--- src/hdl/pllcr_pkg.sv ---
/*
 * Constants for the PLL control register bank: serial port framing,
 * register addresses, field positions and values after reset.
 * Assumes a thirteen-bit address space of eight-bit registers reached over the serial control port.
 */
// What this block does
// - Bit 7 picks detector polarity, default positive
// - Bits 6:4 pump current, 0.6-4.8 mA, default 111
// - Bits 3:2 pump mode, default normal 11
// - Fourteen-bit reference divider split, resets to one
// - Six-bit swallow, thirteen-bit main counter, zero default
// - Main counter upper five bits sit in 4:0
// - Bit 7 forces pump output to midpoint
// - Bit 6 holds reference divider reset, sticky
// - Global update bit copies buffers, then self-clears
// - Readback shows buffers unless active copies selected
package pllcr_pkg;
    localparam int ADDR_W = 13;
    localparam int INSTR_BITS = 16;
    localparam logic [4:0] INSTR_LAST = 5'h0F;
    localparam logic [4:0] BYTE_LAST = 5'h07;
    localparam int RW_BIT = 14;

    localparam logic [12:0] ADDR_READBACK = 13'h0004;
    localparam logic [12:0] ADDR_DET_PUMP = 13'h0010;
    localparam logic [12:0] ADDR_REF_LO = 13'h0011;
    localparam logic [12:0] ADDR_REF_HI = 13'h0012;
    localparam logic [12:0] ADDR_SWALLOW = 13'h0013;
    localparam logic [12:0] ADDR_MAIN_LO = 13'h0014;
    localparam logic [12:0] ADDR_MAIN_HI = 13'h0015;
    localparam logic [12:0] ADDR_DIV_MISC = 13'h0016;
    localparam logic [12:0] ADDR_UPDATE = 13'h0232;

    localparam int POL_BIT = 7;
    localparam int CUR_LSB = 4;
    localparam int MODE_LSB = 2;
    localparam int MIDPT_BIT = 7;
    localparam int REFRST_BIT = 6;
    localparam int UPDATE_BIT = 0;
    localparam int READBACK_BIT = 0;

    localparam logic RST_POL = 1'b0;
    localparam logic [2:0] RST_CUR = 3'h7;
    localparam logic [1:0] RST_MODE = 2'h3;
    localparam logic [7:0] RST_REF_LO = 8'h01;
    localparam logic [5:0] RST_REF_HI = 6'h00;
    localparam logic [5:0] RST_SWALLOW = 6'h00;
    localparam logic [7:0] RST_MAIN_LO = 8'h00;
    localparam logic [4:0] RST_MAIN_HI = 5'h00;
    localparam logic RST_MIDPT = 1'b0;
    localparam logic RST_REFRST = 1'b0;
endpackage

--- src/hdl/pllcr_bus_if.sv ---
/*
 * Internal register access path between the serial port engine and the
 * register bank. Assumes both ends sit on ref_clk.
 */
`timescale 1ns/1ps
interface pllcr_bus_if;
    logic wr_stb;
    logic [12:0] addr;
    logic [7:0] wdata;
    logic [7:0] rdata;

    modport port
    (
        output wr_stb,
        output addr,
        output wdata,
        input rdata
    );
    modport regs
    (
        input wr_stb,
        input addr,
        input wdata,
        output rdata
    );
endinterface

--- src/hdl/pllcr_spi_port.sv ---
/*
 * Serial control port engine: 16-bit instruction (read flag, two length
 * bits, 13-bit address), then data bytes MSB first with the address
 * decrementing per byte until chip select rises.
 * Assumes sclk, cs_n and sdio are synchronous to ref_clk and that sclk runs
 * well below a quarter of ref_clk.
 */
`timescale 1ns/1ps
module pllcr_spi_port
(
    input wire logic ref_clk,
    input wire logic rst_n,
    input wire logic sclk,
    input wire logic cs_n,
    input wire logic sdio,
    output logic sdo,
    output logic sdo_oe,
    pllcr_bus_if.port bus
);
    logic sclk_r;
    logic instr_done_r;
    logic rd_r;
    logic [4:0] cnt_r;
    logic [14:0] shift_r;
    logic [7:0] out_sh_r;
    logic [12:0] addr_r;
    logic wr_stb_r;
    logic byte_end_r;
    logic [7:0] wdata_r;
    logic rise;
    logic fall;

    assign rise = sclk & ~sclk_r & ~cs_n;
    assign fall = ~sclk & sclk_r & ~cs_n;

    always_ff @(posedge ref_clk or negedge rst_n)
    begin
        if (!rst_n)
            sclk_r <= 1'b0;
        else
            sclk_r <= sclk;
    end

    always_ff @(posedge ref_clk or negedge rst_n)
    begin
        if (!rst_n)
        begin
            instr_done_r <= 1'b0;
            rd_r <= 1'b0;
            cnt_r <= 5'h00;
            shift_r <= 15'h0000;
            addr_r <= 13'h0000;
            wr_stb_r <= 1'b0;
            byte_end_r <= 1'b0;
            wdata_r <= 8'h00;
        end
        else
        begin
            wr_stb_r <= 1'b0;
            byte_end_r <= 1'b0;
            // Step the address one cycle after the strobe so the write lands at the old address;
            // the next read byte still sees the new one because sclk stays high for two cycles
            if (byte_end_r)
                addr_r <= addr_r - 13'h0001;
            if (cs_n)
            begin
                instr_done_r <= 1'b0;
                cnt_r <= 5'h00;
            end
            else if (rise)
            begin
                shift_r <= {shift_r[13:0], sdio};
                cnt_r <= cnt_r + 5'h01;
                if (!instr_done_r && cnt_r == pllcr_pkg::INSTR_LAST)
                begin
                    // Length bits are ignored: streaming runs until chip select rises
                    instr_done_r <= 1'b1;
                    rd_r <= shift_r[pllcr_pkg::RW_BIT];
                    addr_r <= {shift_r[11:0], sdio};
                    cnt_r <= 5'h00;
                end
                else if (instr_done_r && cnt_r == pllcr_pkg::BYTE_LAST)
                begin
                    cnt_r <= 5'h00;
                    byte_end_r <= 1'b1;
                    wr_stb_r <= ~rd_r;
                    wdata_r <= {shift_r[6:0], sdio};
                end
            end
        end
    end

    // Read data leaves on the falling edge so the master samples it on the next rise
    always_ff @(posedge ref_clk or negedge rst_n)
    begin
        if (!rst_n)
        begin
            sdo <= 1'b0;
            sdo_oe <= 1'b0;
            out_sh_r <= 8'h00;
        end
        else if (cs_n)
            sdo_oe <= 1'b0;
        else if (fall && instr_done_r && rd_r)
        begin
            sdo_oe <= 1'b1;
            if (cnt_r == 5'h00)
            begin
                sdo <= bus.rdata[7];
                out_sh_r <= {bus.rdata[6:0], 1'b0};
            end
            else
            begin
                sdo <= out_sh_r[7];
                out_sh_r <= {out_sh_r[6:0], 1'b0};
            end
        end
    end

    assign bus.wr_stb = wr_stb_r;
    assign bus.addr = addr_r;
    assign bus.wdata = wdata_r;
endmodule

--- src/hdl/pllcr_top.sv ---
/*
 * PLL control register bank: buffered registers written over the serial
 * port, working copies loaded by the global update bit and driven to the
 * analog PLL core, and readback of either bank.
 * Assumes the serial pins are synchronous to ref_clk.
 */
`timescale 1ns/1ps
module pllcr_top
(
    input wire logic ref_clk,
    input wire logic rstn,
    input wire logic sclk,
    input wire logic cs_n,
    input wire logic sdio,
    output logic sdo,
    output logic sdo_oe,
    output logic detector_polarity,
    output logic [2:0] pump_current_field,
    output logic [1:0] pump_mode_field,
    output logic [13:0] ref_div,
    output logic [5:0] swallow_count,
    output logic [12:0] main_count,
    output logic pump_midpoint_force,
    output logic ref_div_reset
);
    logic rst_meta_r;
    logic rst_n_r;

    always_ff @(posedge ref_clk or negedge rstn)
    begin
        if (!rstn)
        begin
            rst_meta_r <= 1'b0;
            rst_n_r <= 1'b0;
        end
        else
        begin
            rst_meta_r <= 1'b1;
            rst_n_r <= rst_meta_r;
        end
    end

    pllcr_bus_if bus();

    pllcr_spi_port u_port
    (
        .ref_clk(ref_clk),
        .rst_n(rst_n_r),
        .sclk(sclk),
        .cs_n(cs_n),
        .sdio(sdio),
        .sdo(sdo),
        .sdo_oe(sdo_oe),
        .bus(bus)
    );

    // Buffer bank written by software
    logic pol_r;
    logic [2:0] cur_r;
    logic [1:0] mode_r;
    logic [7:0] ref_lo_r;
    logic [5:0] ref_hi_r;
    logic [5:0] swallow_r;
    logic [7:0] main_lo_r;
    logic [4:0] main_hi_r;
    logic midpt_r;
    logic refrst_r;
    logic readback_sel_r;
    logic update_r;
    logic [7:0] rdata_nxt;

    always_ff @(posedge ref_clk or negedge rst_n_r)
    begin
        if (!rst_n_r)
        begin
            pol_r <= pllcr_pkg::RST_POL;
            cur_r <= pllcr_pkg::RST_CUR;
            mode_r <= pllcr_pkg::RST_MODE;
            ref_lo_r <= pllcr_pkg::RST_REF_LO;
            ref_hi_r <= pllcr_pkg::RST_REF_HI;
            swallow_r <= pllcr_pkg::RST_SWALLOW;
            main_lo_r <= pllcr_pkg::RST_MAIN_LO;
            main_hi_r <= pllcr_pkg::RST_MAIN_HI;
            midpt_r <= pllcr_pkg::RST_MIDPT;
            refrst_r <= pllcr_pkg::RST_REFRST;
            readback_sel_r <= 1'b0;
        end
        else if (bus.wr_stb)
        begin
            case (bus.addr)
                pllcr_pkg::ADDR_DET_PUMP:
                begin
                    pol_r <= bus.wdata[pllcr_pkg::POL_BIT];
                    cur_r <= bus.wdata[pllcr_pkg::CUR_LSB +: 3];
                    mode_r <= bus.wdata[pllcr_pkg::MODE_LSB +: 2];
                end
                pllcr_pkg::ADDR_REF_LO: ref_lo_r <= bus.wdata;
                pllcr_pkg::ADDR_REF_HI: ref_hi_r <= bus.wdata[5:0];
                pllcr_pkg::ADDR_SWALLOW: swallow_r <= bus.wdata[5:0];
                pllcr_pkg::ADDR_MAIN_LO: main_lo_r <= bus.wdata;
                pllcr_pkg::ADDR_MAIN_HI: main_hi_r <= bus.wdata[4:0];
                pllcr_pkg::ADDR_DIV_MISC:
                begin
                    midpt_r <= bus.wdata[pllcr_pkg::MIDPT_BIT];
                    refrst_r <= bus.wdata[pllcr_pkg::REFRST_BIT];
                end
                pllcr_pkg::ADDR_READBACK: readback_sel_r <= bus.wdata[pllcr_pkg::READBACK_BIT];
                default: ;
            endcase
        end
    end

    // One-cycle request; the transfer happens on the next edge and the bit drops
    always_ff @(posedge ref_clk or negedge rst_n_r)
    begin
        if (!rst_n_r)
            update_r <= 1'b0;
        else
            update_r <= bus.wr_stb && bus.addr == pllcr_pkg::ADDR_UPDATE
                        && bus.wdata[pllcr_pkg::UPDATE_BIT];
    end

    // Working copies: change only on update, so a multi-byte divider never glitches
    always_ff @(posedge ref_clk or negedge rst_n_r)
    begin
        if (!rst_n_r)
        begin
            detector_polarity <= pllcr_pkg::RST_POL;
            pump_current_field <= pllcr_pkg::RST_CUR;
            pump_mode_field <= pllcr_pkg::RST_MODE;
            ref_div <= {pllcr_pkg::RST_REF_HI, pllcr_pkg::RST_REF_LO};
            swallow_count <= pllcr_pkg::RST_SWALLOW;
            main_count <= {pllcr_pkg::RST_MAIN_HI, pllcr_pkg::RST_MAIN_LO};
            pump_midpoint_force <= pllcr_pkg::RST_MIDPT;
            ref_div_reset <= pllcr_pkg::RST_REFRST;
        end
        else if (update_r)
        begin
            detector_polarity <= pol_r;
            pump_current_field <= cur_r;
            pump_mode_field <= mode_r;
            ref_div <= {ref_hi_r, ref_lo_r};
            swallow_count <= swallow_r;
            main_count <= {main_hi_r, main_lo_r};
            pump_midpoint_force <= midpt_r;
            ref_div_reset <= refrst_r;
        end
    end

    always_comb
    begin
        rdata_nxt = 8'h00;
        case (bus.addr)
            pllcr_pkg::ADDR_DET_PUMP:
                rdata_nxt = readback_sel_r ? {detector_polarity, pump_current_field, pump_mode_field, 2'b00}
                                           : {pol_r, cur_r, mode_r, 2'b00};
            pllcr_pkg::ADDR_REF_LO: rdata_nxt = readback_sel_r ? ref_div[7:0] : ref_lo_r;
            pllcr_pkg::ADDR_REF_HI: rdata_nxt = {2'b00, readback_sel_r ? ref_div[13:8] : ref_hi_r};
            pllcr_pkg::ADDR_SWALLOW: rdata_nxt = {2'b00, readback_sel_r ? swallow_count : swallow_r};
            pllcr_pkg::ADDR_MAIN_LO: rdata_nxt = readback_sel_r ? main_count[7:0] : main_lo_r;
            pllcr_pkg::ADDR_MAIN_HI: rdata_nxt = {3'b000, readback_sel_r ? main_count[12:8] : main_hi_r};
            pllcr_pkg::ADDR_DIV_MISC:
                rdata_nxt = readback_sel_r ? {pump_midpoint_force, ref_div_reset, 6'h00}
                                           : {midpt_r, refrst_r, 6'h00};
            pllcr_pkg::ADDR_READBACK: rdata_nxt = {7'h00, readback_sel_r};
            pllcr_pkg::ADDR_UPDATE: rdata_nxt = {7'h00, update_r};
            default: rdata_nxt = 8'h00;
        endcase
    end

    assign bus.rdata = rdata_nxt;
endmodule

--- config.mk ---
export PLATFORM = sky130hd
export DESIGN_NAME = pllcr_top
export DESIGN_NICKNAME = d
export VERILOG_FILES = /design/src/hdl/pllcr_pkg.sv /design/src/hdl/pllcr_bus_if.sv /design/src/hdl/pllcr_spi_port.sv /design/src/hdl/pllcr_top.sv
export SDC_FILE = /design/constraint.sdc
export NUM_CORES = 1
export LEC_CHECK = 0
export ABC_AREA = 0
export BUFFER_PORTS_ARGS = -buffer_cell sky130_fd_sc_hd__buf_2
export CELL_PAD_IN_SITES_DETAIL_PLACEMENT = 1
export CELL_PAD_IN_SITES_GLOBAL_PLACEMENT = 2
export CORE_MARGIN = 4
export CORE_UTILIZATION = 42
export CTS_CLUSTER_DIAMETER = 60
export DETAILED_ROUTE_END_ITERATION = 16
export PLACE_DENSITY_LB_ADDON = 0.1
export REMOVE_ABC_BUFFERS = 1
export SYNTH_ARGS = -nofsm -noshare
export SYNTH_HDL_FRONTEND = slang
export SYNTH_SLANG_ARGS = --single-unit
--- constraint.sdc ---
create_clock -name ref_clk -period 5.15 [get_ports ref_clk]
set_input_delay 0.515 -clock ref_clk [delete_from_list [all_inputs] [get_ports ref_clk]]
set_output_delay 0.515 -clock ref_clk [all_outputs]
set_load 0.01 [all_outputs]
==> impl_metrics.env <==
export IMPL_period_share=0.4823
export IMPL_wl_mm=16.86
export IMPL_synth_edff_count=0
export IMPL_drcViolationCount=0
export IMPL_cap_viol_max_count=0
export IMPL_vdd_drop_max_mv=0.2113
export IMPL_die_h_um=134.8
export IMPL_critPathMaxStageDelay_ps=650
export IMPL_crit_fanout=13
export IMPL_die_area_um2=18170
export IMPL_dp_cells=768
export IMPL_slew_violations=0
export IMPL_synth_seq_area_share=0.5248
export IMPL_firstDrtPassIters=6
export IMPL_gp_congestion=0.8557
export IMPL_area_delta_synth_final_pct=15.34
export IMPL_grt_overflow_total=0
export IMPL_fin_hold_ws_ps=260.5
export IMPL_powerDensity_nw_per_um2=330.4
export IMPL_tightest_slew_ps=1153
export IMPL_cts_root_buf="clkbuf_16"
export IMPL_setup_viol=0
export IMPL_coreArea_um2=15830
export IMPL_finalSetupTns_ps=0
export IMPL_antenna_found_initial=0
export IMPL_async_flop_share=1.000
export IMPL_grt_usage=0.1978
export IMPL_numCtsBuffers=17
export IMPL_period_needed_ps=2484
export IMPL_rrSetupSlack_ps=2670
export IMPL_stdcell_count=801
export IMPL_drtAntennaViolNets=0
export IMPL_hp_class="input pin to register"
export IMPL_die_w_um=134.8
export IMPL_status="completed"
export IMPL_grt_busiest_layer="met2"
export IMPL_path_class="register to register"
export IMPL_fp_row_count=46
export IMPL_rsz0062_at_grt="no"
export IMPL_required_ps=5470
export IMPL_cts_tree="done"
export IMPL_synthDistinctLibCells=61
export IMPL_arrival_ps=2800
export IMPL_grt_max_degree=56
export IMPL_cp_start_kind="register"
export IMPL_diodes=0
export IMPL_io_buffers=47
export IMPL_yosysWarnings=0
export IMPL_post_dp_hpwl_mm=11.51
export IMPL_synth_seq_cells=141
export IMPL_synthesis_area_um2=6751
export IMPL_worstSetupEndpointType="register"
export IMPL_cts_resized=0
export IMPL_nFillCells=1635
export IMPL_max_freq_mhz=402.6
export IMPL_cts_sinks=141
export IMPL_drive_above_1_share=0.4154
export IMPL_final_util=0.4920
export IMPL_vias_per_cell=5.456
export IMPL_cts_buffer_depth=2
export IMPL_grt_use_met2=0.3371
export IMPL_ys_top_cells_by_count="dfrtp_1, mux2_2, nand2_1"
export IMPL_yosys_area_top_type_share=0.4781
export IMPL_avgSynthCellArea_um2=12.74
export IMPL_hold_viol_final=0
export IMPL_htreeDepth=4
export IMPL_grt_pass1_vias=4891
export IMPL_power_w=0.002573
export IMPL_path_cells="inv_1 > ha_1 > nor4bb_1 > nand4_1 > o211ai_1 > nand3_1 > a22oi_1"
export IMPL_vias=4370
export IMPL_ys_top_cells_by_area="dfrtp_1, mux2_2, dfstp_2"
export IMPL_start_util=0.4266
export IMPL_clkLatencyLatePin_ps=420
export IMPL_clk_pin_slew_ps=60
export IMPL_ios=48
export IMPL_grt_first_pass_wirelength_mm=27.62
export IMPL_static_leakage_power_nw=3.523
export IMPL_drtIter0Drc=195
export IMPL_wl_per_cell_um=21.04
export IMPL_grt_use_met1=0.2577
export IMPL_synth_main_ff_cell="dfrtp_1"
export IMPL_slowest_stage="ha_1"
export IMPL_synth_cells=530
export IMPL_finish_net_count=585
export IMPL_max_slew_margin=0.2314
export IMPL_synth_top_cell_by_area="dfrtp_1"
export IMPL_skew_ps=10.91
export IMPL_grtUsageMet3=0.03428
==> path summary, 6_finish.rpt <==
check / from / cells after the start / to
max in group asynchronous: rst_n_r$_DFF_PN0_ / 1 / readback_sel_r$_DFFE_PN0P_
max reg2reg: u_port.bus.addr[0]$_DFF_PN0_ / 7 / u_port.out_sh_r[3]$_DFFE_PN0P_
min reg2reg: rst_n_r$_DFF_PN0_ / 0 / u_port.bus.addr[10]$_DFF_PN0_
max: u_port.bus.addr[0]$_DFF_PN0_ / 7 / u_port.out_sh_r[3]$_DFFE_PN0P_
min in group asynchronous: rst_n_r$_DFF_PN0_ / 0 / u_port.bus.addr[10]$_DFF_PN0_
min: sclk / 1 / u_port.sclk_r$_DFF_PN0_
==> cells in the final DEF (no fill, tap or decap), types with 5 or more instances in the layout <==
cell	synthesis	routed
mux2_2	129	129
dfrtp_1	129	127
buf_2	15	47
nand2_1	27	27
mux2i_1	22	22
o21ai_0	20	20
nor2_1	19	19
clkbuf_16	0	17
dfstp_2	12	12
a21oi_1	11	11
a22oi_1	9	9
o22ai_1	8	8
ha_1	8	8
inv_1	7	7
nand3_1	6	6
xnor2_1	6	6
nor2b_1	6	6
and3_1	5	5
xor2_1	5	5
nor3_1	5	5
a32oi_1	5	5
==> metal layers <==
metal  up-vias  part of all wire
li1       2014                 -
met1      2276              0.45
met2        63              0.52
met3        17             0.025
met4         0             0.011
met5         -                 0
==> flip-flops by register name (all words and copies together) (netlist names), 2 cells and up <==
name	cells
swallow_r	6
ref_lo_r	8
pump_current_field	3
main_count	13
main_lo_r	8
u_port.bus.addr	13
ref_hi_r	6
main_hi_r	5
pump_mode_field	2
u_port.out_sh_r	7
mode_r	2
u_port.bus.wdata	8
swallow_count	6
ref_div	14
u_port.shift_r	15
u_port.cnt_r	5
cur_r	3
==> kinds of logic (layout without fill, tap and decap cells) <==
group,count (synthesis),count (layout),synth area share
AOI/OAI and AO/OA,71,71,0.06764
xor gates and xnor gates,11,11,0.01427
buffers and inverters,36,91,0.02446
DFF,141,141,0.5248
adders and majority gates,8,8,0.01483
and+or+nand+nor,111,111,0.1056
muxes,151,151,0.2478
other,1,1,0.0005554
==> where the power goes <==
| group | switching (W) | total, W | internal, W | leakage [nW] |
|---|---|---|---|---|
| Clock | 0.000467 | 0.00128 | 0.000815 | 0.300 |
| Combinational | 0.0000486 | 0.0000888 | 0.0000402 | 1.37 |
| Sequential | 0.0000536 | 0.00120 | 0.00115 | 1.86 |
| Total | 0.000569 | 0.00257 | 0.00200 | 3.52 |
==> critical path: cells and delay by family (launching register included) <==
| family | cells | cell delay (ps) |
|---|---|---|
| and+or+nand+nor | 3 | 720 |
| adders and majority gates | 1 | 650 |
| AOI/OAI and AO/OA | 2 | 470 |
| DFF | 1 | 430 |
| buffers and inverters | 1 | 120 |
==> layout make-up <==
| type | instances | area, um2 | share of cell area |
|---|---|---|---|
| clock inverter | 9 | 136.4 | 0.01751 |
| timing repair buffer | 52 | 275.3 | 0.03535 |
| clock buffer | 23 | 488.0 | 0.06266 |
| tap | 216 | 270.3 | 0.03470 |
| inverter | 7 | 26.28 | 0.003374 |
| sequential | 141 | 3548 | 0.4557 |
| multi-input combinational | 353 | 3043 | 0.3907 |
==> metrics by stage <==
stage               instance area [um2]  setup WS [ps]
floorplan                          6613          951.6
global placement                   7153           2596
detailed placement                 7153           2516
CTS                                7787           2669
global route                       7787           2510
finish                             7787           2666
==> timing repair <==
item	4_1_cts	5_1_grt
endpoints found under the setup margin	0	0
hold buffers	1	0
hold endpoints to repair	2	0
setup buffers	0	0
No activity file was read; power rests on OpenSTA's default activity.
